[config.mk]
export PLATFORM = sky130hd
export DESIGN_NAME = scp_port
export DESIGN_NICKNAME = d
export VERILOG_FILES = /design/src/scp_pkg.sv /design/src/scp_port.sv /design/src/scp_sync.sv
export SDC_FILE = /design/constraint.sdc
export NUM_CORES = 1
export LEC_CHECK = 0
export ABC_AREA = 1
export BUFFER_PORTS_ARGS = -buffer_cell sky130_fd_sc_hd__buf_2
export CORE_UTILIZATION = 52
export DETAILED_ROUTE_END_ITERATION = 16
export GPL_TIMING_DRIVEN = 0
export HOLD_SLACK_MARGIN = 0.03
export PLACE_DENSITY = 0.82
export SYNTH_ARGS = -nofsm -noshare
export SYNTH_HDL_FRONTEND = slang
export SYNTH_HIERARCHICAL = 1
export SYNTH_SLANG_ARGS = --single-unit
[constraint.sdc]
create_clock -name clk -period 4 [get_ports clk]
set_input_delay 0.6 -clock clk [delete_from_list [all_inputs] [get_ports clk]]
set_output_delay 0.6 -clock clk [all_outputs]
set_load 0.005 [all_outputs]
[src/scp_pkg.sv]
`default_nettype none
// ==========================================================
// shared constants and types of the serial control port
package scp_pkg;
  localparam int INSTR_BITS = 8;
  localparam int DATA_BITS = 8;
  localparam int NUM_REGS = 4;
  localparam int ADDR_W = 2;
  localparam int RD_BIT = 7; // instruction bit that marks a readback
  localparam int SYNC_DIV = 4; // system clock / 4 commit clock
  localparam logic [2:0] BIT_LAST = 3'h7;
  localparam logic [1:0] DIV_RISE = 2'h1; // divider value before sync clock rises
  localparam logic [DATA_BITS-1:0] REG_RST = 8'h00;
  localparam logic [2:0] PIN_RST = 3'h2; // cs_n idles high

  // serial pins as they arrive, bit order matters for the synchroniser
  typedef struct packed {
    logic sclk;
    logic cs_n;
    logic sdio;
  } scp_pins_t;

  typedef enum logic [1:0] {ST_INSTR, ST_WRITE, ST_READ, ST_DONE} scp_state_t;
endpackage : scp_pkg
`default_nettype wire

[src/scp_port.sv]
// What this block does
// - commit pin high copies all staging buffers into the active registers
// - commit pin is input, or output when commits are generated internally
// - data line is bidirectional by default, input only in unidirectional mode
// - readback pin drives only in unidirectional mode, idle otherwise
// - write bits sampled on serial clock rise, readback bits driven on fall
// - select low enables the port; select high ignores the data pins
// - recovery input high restores the port; held low when unused
// - keying input pin controls output keying when enabled, else held high
// - output clock at system clock over four times the commit input
// - global reset clears all storage but the keying gate and the synchronised cs_n, both set high, and returns registers to defaults
`default_nettype none
module scp_port (
  input wire logic clk,
  input wire logic srst,
  input wire scp_pkg::scp_pins_t pins,
  input wire logic io_reset,
  input wire logic uni_mode,
  input wire logic commit_internal,
  input wire logic keying_en,
  input wire logic output_keying_ctl,
  input wire logic io_update_pin,
  output logic io_update_drv,
  output logic io_update_oe,
  output logic sdio_drv,
  output logic sdio_oe,
  output logic serial_readback_out,
  output logic serial_readback_oe,
  output logic sync_clk,
  output logic keying_gate,
  output logic [scp_pkg::NUM_REGS-1:0][scp_pkg::DATA_BITS-1:0] active_regs
);
  import scp_pkg::*;

  scp_pins_t pins_s;
  logic io_rst_s, upd_s, keying_s;
  logic sclk_d_ff, rise, fall, abort, tick, commit;
  scp_state_t state_ff, nxt_state;
  logic [2:0] cnt_ff, nxt_cnt;
  logic [DATA_BITS-1:0] sh_ff, nxt_sh, rd_sh_ff, nxt_rd_sh;
  logic [ADDR_W-1:0] addr_ff, nxt_addr;
  logic out_bit_ff, nxt_out_bit, drive_ff, nxt_drive;
  logic [NUM_REGS-1:0][DATA_BITS-1:0] stage_ff, nxt_stage, act_ff, nxt_act;
  logic pend_ff, nxt_pend, upd_out_ff, nxt_upd_out;
  logic [1:0] div_ff, nxt_div;
  logic gate_ff, nxt_gate;

  // ==========================================================
  // pin synchronisers
  scp_sync #(.W(3), .RST(PIN_RST)) u_pins (
    .clk(clk), .srst(srst), .d(pins), .q(pins_s)
  );
  scp_sync #(.W(3), .RST(3'h0)) u_ctl (
    .clk(clk), .srst(srst),
    .d({io_reset, io_update_pin, output_keying_ctl}),
    .q({io_rst_s, upd_s, keying_s})
  );

  // serial clock edges seen only while selected
  assign rise = pins_s.sclk & ~sclk_d_ff & ~pins_s.cs_n;
  assign fall = ~pins_s.sclk & sclk_d_ff & ~pins_s.cs_n;
  assign abort = io_rst_s | pins_s.cs_n;
  assign tick = (div_ff == DIV_RISE);
  assign commit = tick & (commit_internal ? pend_ff : upd_s);

  // shift one serial bit in at the bottom, msb leaves first
  function automatic logic [DATA_BITS-1:0] shift_in(input logic [DATA_BITS-1:0] v,
    input logic b);
    return {v[DATA_BITS-2:0], b};
  endfunction

  // ==========================================================
  // serial engine, commit timing and keying
  always_comb begin
    nxt_state = state_ff;
    nxt_cnt = cnt_ff;
    nxt_sh = sh_ff;
    nxt_rd_sh = rd_sh_ff;
    nxt_addr = addr_ff;
    nxt_out_bit = out_bit_ff;
    nxt_drive = drive_ff;
    nxt_stage = stage_ff;
    nxt_act = act_ff;
    nxt_pend = pend_ff;
    nxt_upd_out = upd_out_ff;
    nxt_div = div_ff + 2'h1;
    nxt_gate = keying_en ? keying_s : 1'b1;
    // commit clock: copy at sync clock rise, pulse the pin when internal
    if (tick) begin
      nxt_upd_out = commit_internal & pend_ff;
      if (commit_internal) begin
        nxt_pend = 1'b0;
      end
    end
    if (commit) begin
      nxt_act = stage_ff;
    end
    if (abort) begin
      // drop partial bits and wait for a new instruction
      nxt_state = ST_INSTR;
      nxt_cnt = 3'h0;
      nxt_sh = '0;
      nxt_drive = 1'b0;
    end else begin
      case (state_ff)
        ST_INSTR: begin
          if (rise) begin
            nxt_sh = shift_in(sh_ff, pins_s.sdio);
            nxt_cnt = cnt_ff + 3'h1;
            if (cnt_ff == BIT_LAST) begin
              nxt_addr = pins_s.sdio ? {sh_ff[0], 1'b1} : {sh_ff[0], 1'b0};
              nxt_rd_sh = act_ff[{sh_ff[0], pins_s.sdio}];
              nxt_state = sh_ff[RD_BIT-1] ? ST_READ : ST_WRITE;
            end
          end
        end
        ST_WRITE: begin
          if (rise) begin
            nxt_sh = shift_in(sh_ff, pins_s.sdio);
            nxt_cnt = cnt_ff + 3'h1;
            if (cnt_ff == BIT_LAST) begin
              nxt_stage[addr_ff] = shift_in(sh_ff, pins_s.sdio);
              nxt_state = ST_DONE;
            end
          end
        end
        ST_READ: begin
          if (fall) begin
            nxt_out_bit = rd_sh_ff[DATA_BITS-1];
            nxt_rd_sh = shift_in(rd_sh_ff, 1'b0);
            nxt_drive = 1'b1;
            nxt_cnt = cnt_ff + 3'h1;
            if (cnt_ff == BIT_LAST) begin
              nxt_state = ST_DONE;
            end
          end
        end
        default: begin
          nxt_state = ST_DONE;
        end
      endcase
    end
    // a finished write arms the internal commit; set wins over clear
    if (!abort && state_ff == ST_WRITE && rise && cnt_ff == BIT_LAST) begin
      nxt_pend = 1'b1;
    end
  end

  // global reset clears every storage element but the keying gate, which it sets high
  always_ff @(posedge clk) begin
    if (srst) begin
      state_ff <= ST_INSTR;
      cnt_ff <= 3'h0;
      sh_ff <= REG_RST;
      rd_sh_ff <= REG_RST;
      addr_ff <= '0;
      out_bit_ff <= 1'b0;
      drive_ff <= 1'b0;
      stage_ff <= '0;
      act_ff <= '0;
      pend_ff <= 1'b0;
      upd_out_ff <= 1'b0;
      div_ff <= 2'h0;
      gate_ff <= 1'b1;
      sclk_d_ff <= 1'b0;
    end else begin
      state_ff <= nxt_state;
      cnt_ff <= nxt_cnt;
      sh_ff <= nxt_sh;
      rd_sh_ff <= nxt_rd_sh;
      addr_ff <= nxt_addr;
      out_bit_ff <= nxt_out_bit;
      drive_ff <= nxt_drive;
      stage_ff <= nxt_stage;
      act_ff <= nxt_act;
      pend_ff <= nxt_pend;
      upd_out_ff <= nxt_upd_out;
      div_ff <= nxt_div;
      gate_ff <= nxt_gate;
      sclk_d_ff <= pins_s.sclk;
    end
  end

  // ==========================================================
  // pin drivers
  assign sdio_drv = out_bit_ff;
  assign sdio_oe = drive_ff & ~uni_mode;
  assign serial_readback_out = out_bit_ff & uni_mode;
  assign serial_readback_oe = drive_ff & uni_mode;
  assign io_update_drv = upd_out_ff;
  assign io_update_oe = commit_internal;
  assign sync_clk = div_ff[1];
  assign keying_gate = gate_ff;
  assign active_regs = act_ff;
endmodule // scp_port
`default_nettype wire

[src/scp_sync.sv]
`default_nettype none
// ==========================================================
// two flip-flop synchroniser for pins from outside the clock domain
module scp_sync #(
  parameter int W = 1,
  parameter logic [W-1:0] RST = '0
) (
  input wire logic clk,
  input wire logic srst,
  input wire logic [W-1:0] d,
  output logic [W-1:0] q
);
  logic [W-1:0] meta_ff;
  logic [W-1:0] q_ff;

  // first stage feeds only the second
  always_ff @(posedge clk) begin
    if (srst) begin
      meta_ff <= RST;
      q_ff <= RST;
    end else begin
      meta_ff <= d;
      q_ff <= meta_ff;
    end
  end

  assign q = q_ff;
endmodule // scp_sync
`default_nettype wire

# Word level (Yosys, flattened, before mapping)
# Index checks and enable logic that the tools add are counted.
# classes
n_reduce_logical,22
mux,24
add_sub_neg,2
n_eq_ne,9
n_lt_le_gt_ge,3
bitwise,16
# op_table
operator,n
$mux 8,5
$bwmux 32,1
$bmux 8 s2,1
$demux 8 s2,1
$pmux 8 s2,1
$mux 2,6
$reduce_and 4->1,3
$and 1x1->1,9
$ne 2x2->1 const B,4
$reduce_bool 2->1,4
$lt 2x3->1 const B,2
$mux 3,2
$not 1->1,6
$pmux 2 s3,1
$pmux 3 s2,1
$reduce_and 2->1,3
$reduce_and 3->1,2
$reduce_or 2->1,3
$mux 1,5
$reduce_and 5->1,1
$eq 2x1->1 const B,2
$logic_and 1x1->1,4
$add 3x1->3 const B,1
$eq 3x3->1 const B,1
7 further kinds,7
# totals
regBits,106
out_inout_bits,40
inputBits,11
word_cells,100

# Longest topological paths before layout
# depth
word_depth,7
ltp_mapped,12
ltp_nobuf,11

# Modules after synthesis
# Netlist, hierarchy kept.
# by_module_without_submodules
module,area_each_um2,cells_each,seq_area_each_um2,instances
scp_port,4018.9,579,1881.8,1
scp_sync at u_pins,168.9,19,120.1,1
scp_sync at u_ctl,165.2,18,120.1,1

# Least setup slack after synthesis
# OpenSTA, ideal clock, no wires.
# synth_timing
path_type,flip-flop to flip-flop
start,register cnt_ff[0]
end,register stage_ff[0] (netlist name)
path_slack_ns,2.438
required_ns,3.929
setup_time_ns,0.071
stages_incl_launch_ff,8
t_arrival_ns,1.492
path_buffers,1
synth_period_minus_slack_ns,1.562
path_cell_list,dfxtp_1 -> ha_1 -> ha_1 -> nand2_1 -> nor3_4 -> buf_2 -> nand3_1 -> a21oi_1
# synth_via
elab_chain_cells,2
# synth_lines
element,line_no,source
start: declaration,scp_port.sv:39,"logic [2:0] cnt_ff, nxt_cnt;"
start signal: assignment,scp_port.sv:168,cnt_ff <= nxt_cnt;
$eq 3x3->1,scp_port.sv:121,if (cnt_ff == BIT_LAST) begin
$reduce_and 4->1 (no source line),-,
end signal: assignment,scp_port.sv:174,stage_ff <= nxt_stage;
end: declaration,scp_port.sv:43,"logic [NUM_REGS-1:0][DATA_BITS-1:0] stage_ff, nxt_stage, act_ff, nxt_act;"
# No other way between the ends.
# A chain may end at the register's enable or synchronous reset.

# Final worst setup path
# layout_timing
start,register state_ff[0]
end,register rd_sh_ff[3]
# layout_via
elab_chain_cells,3
elab_cells_between_ends,8
classes_between,eq/ne: 4; mux: 1; reduce/logical: 3
# layout_lines
element,line_no,source
start: declaration,scp_port.sv:38,"scp_state_t state_ff, nxt_state;"
start signal: assignment,scp_port.sv:167,state_ff <= nxt_state;
$eq 2x2->1 / $logic_not 2->1 (equally long branches),scp_port.sv:105,case (state_ff)
$ne 2x2->1 (no source line) / $reduce_bool 2->1 (equally long branches),-,
$reduce_and 5->1 (no source line),-,
end signal: assignment,scp_port.sv:170,rd_sh_ff <= nxt_rd_sh;
end: declaration,scp_port.sv:40,"logic [DATA_BITS-1:0] sh_ff, nxt_sh, rd_sh_ff, nxt_rd_sh;"
# Parallel ways exist; a longest one is shown, timed or not.

==> run_results.csv <==
group,metric,value,unit
worst_setup_path,end_kind,"register",
clocking,clk_pin_slew,0.10,ns
routing,num_vias,4107,
placement,io_buffers,50,
clocking,cts-root-buf,"clkbuf_8",
floorplan,fp-row-count,33,
global_route,grt_overflow,0,
cells_and_area,antenna_cells,0,
job,cap_violations,0,
routing,wl_per_cell,14.0,µm
sta,fin_skew,0.0113,ns
placement,hpwl,8030,µm
global_route,grt_pass1_wl,17700,µm
cells_and_area,drive_gt1_frac,0.116,
floorplan,start_util,0.532,
global_route,antenna_found_initial,0,
pwr,power,1.83,mW
placement,dp.cells,771,
min_path,holdPathStages,2,
logic_synthesis,avgSynthCellArea,7.07,µm²
pwr,power.density,370,mW/mm²
logic_synthesis,yosys_warnings,6,
floorplan,coreArea,0.00818,mm²
logic_synthesis,syn_nets,634,
routing,vias_per_cell,5.22,
clocking,holdBufCountCts,0,
logic_synthesis,synth.top_cell.area_share,0.487,
logic_synthesis,syn_inst,616,
sta,worst_slew_pin_slew,0.693,ns
status,status,"finished, final reports clean",
worst_setup_path,r2r-start,"state_ff[0]",
clocking,cts_buffers,9,
global_route,grt_max_degree,18,
clocking,clk_latency,0.38,ns
sta,setup_viol,0,
logic_synthesis,syn_area,0.00435,mm²
cells_and_area,syn_to_final_growth,13.5,%
sta,finalCritPeriodShare,0.489,
clocking,cts_post_setup_buffers_inserted,0,
worst_setup_path,r2r-end,"rd_sh_ff[3]",
sta,timing.fmax,0.511,GHz
sta,finalHoldViolCount,0,
worst_setup_path,rr_worst_depth,9,
logic_synthesis,seq_area_frac_synth,0.487,
routing,first_pass_iters,7,
routing,drt_first_iter_violations,271,
min_path,min_to,"keying_gate",
clocking,ctsResizeCount,0,
cells_and_area,fin_util,0.604,
worst_setup_path,arrival,2.27,ns
clocking,clockBufferDepth,2,
global_route,grt_pass1_vias,3676,
worst_setup_path,worst-setup-path-type,"reg2reg",
worst_setup_path,worstPathRequired,4.32,ns
clocking,cts_tree,"done",
logic_synthesis,synth_area_leaders,"dfxtp_1 49%, nand2_1 11%, nor2_1 9.0%, a21oi_1 7.2%, inv_1 5.9%",
sta,min_period,1.96,ns
worst_setup_path,worstPathMaxFanout,10,
min_path,min_from,"keying_en",
pwr,power_leakage,2.23,nW
worst_setup_path,startpoint,"state_ff[0]",
floorplan,die_x,93.5,µm
global_route,gr-usage-all-layers,0.261,
floorplan,fp.dieH,93.5,µm
worst_setup_path,cp-start-kind,"register",
logic_synthesis,synth_top_area_cell,"dfxtp_1",
cells_and_area,final_cells,787,
pwr,peakVddDrop,0.168,mV
sta,timing.slew.headroom,0.536,
worst_setup_path,reg2reg_slack,2.04,ns
floorplan,dieArea,0.00874,mm²
sta,final.setup.tns,0,ns
placement,place.gp.congestion,0.931,
cells_and_area,fin_nets,695,
logic_synthesis,synth.distinct_cells,21,
routing,ant_nets,0,
routing,drc,0,
sta,rsz0062_at_grt,"no",
routing,wl,11000,µm
logic_synthesis,ys_ff_latch,106,
clocking,h-tree-depth,3,
clocking,cts_sinks,106,
sta,drv_slew,0,
floorplan,ioPinCount,51,
min_path,worstHoldPathType,"in2reg",
layout make-up:
class,count,area (µm²)
fillers,747,3240
flip-flops and latches,106,2120
multi-input cells,410,1850
inverters,73,274
repair buffers,50,250
clock buffers,11,141
well taps,105,131
plain buffers,27,111
clock inverters,5,62.6
synth_stat cells (all sizes together):
cell and count:
or2 1, ha 7, nand3 46, o21ai 46, nor3 2, nand2 132
nor2 104, inv 71, dfxtp 106, a21oi 65, nand3b 2, buf 8
nand4 5, clkinv 2, clkbuf 19
critical path, stage by stage (launching register included):
cell	delay, ns
dfxtp_1	0.39
inv_1	0.08
ha_1	0.27
inv_1	0.14
nor2_1	0.07
a21oi_2	0.35
nand2_1	0.29
nand2_1	0.13
nand2_1	0.06
nor2_1	0.12
how the worst max path moves through the flow:
stage / slack [ns] / endpoint
3_5_place_dp: 2.05 / active_regs[14]
3_3_place_gp: 2.10 / stage_ff[21]
4_1_cts: 2.07 / stage_ff[26]
6_report: 2.04 / rd_sh_ff[3]
2_1_floorplan: 2.44 / stage_ff[0]
5_1_grt: 1.85 / rd_sh_ff[5]
per-stage QoR:
step / area [µm²] / hold slack [ns] / setup slack (ns)
after floorplan: 4350 / 0.386 / 2.44
after global placement: 4730 / 0.390 / 2.10
after detailed placement: 4730 / 0.397 / 2.05
after CTS: 4940 / 0.395 / 2.07
after global routing: 4940 / 0.395 / 1.85
final: 4940 / 0.401 / 2.04
cells by family (layout without fill, tap and decap cells):
group           Yosys count  in the layout  synth area share
flops                   106            106             0.487
simple gates            292            292             0.275
buf+inv                 100            166            0.0885
fa+ha+maj                 7              7            0.0201
compound gates          111            111             0.129
power breakdown:
group | total (mW) | leakage [nW] | internal, mW | switching, mW
sequential | 1.08 | 0.858 | 1.07 | 0.00882
clock | 0.680 | 0.0962 | 0.310 | 0.370
combinational | 0.0691 | 1.27 | 0.0231 | 0.0459
state kept, by name, summed over array words and instances, names as in the netlist, 3 cells and up:
signal and flops:
active_regs 32, sh_ff 7, rd_sh_ff 8, u_ctl/meta_ff 3
u_ctl/q 3, cnt_ff 3, u_pins/meta_ff 3, u_pins/q 3
stage_ff 32
layout by cell type, fill, tap and decap left out, types with 2 or more instances in the layout:
cell	instances
a21oi_1	63
a21oi_2	2
buf_1	2
buf_2	55
clkbuf_1	20
clkbuf_8	10
clkinv_1	2
clkinvlp_4	2
dfxtp_1	106
ha_1	7
inv_1	68
inv_2	3
nand2_1	132
nand3_1	45
nand3b_1	2
nand4_1	5
nor2_1	104
o21ai_0	46
layer usage:
metal	up-vias	global-route usage	wire length, µm
met5	-	0	0
met4	0	0.0897	252
met3	19	0.0512	707
met2	148	0.423	5150
met1	1873	0.348	4900
li1	2067	-	-
Note: power is estimated with default switching activity, not from simulation.
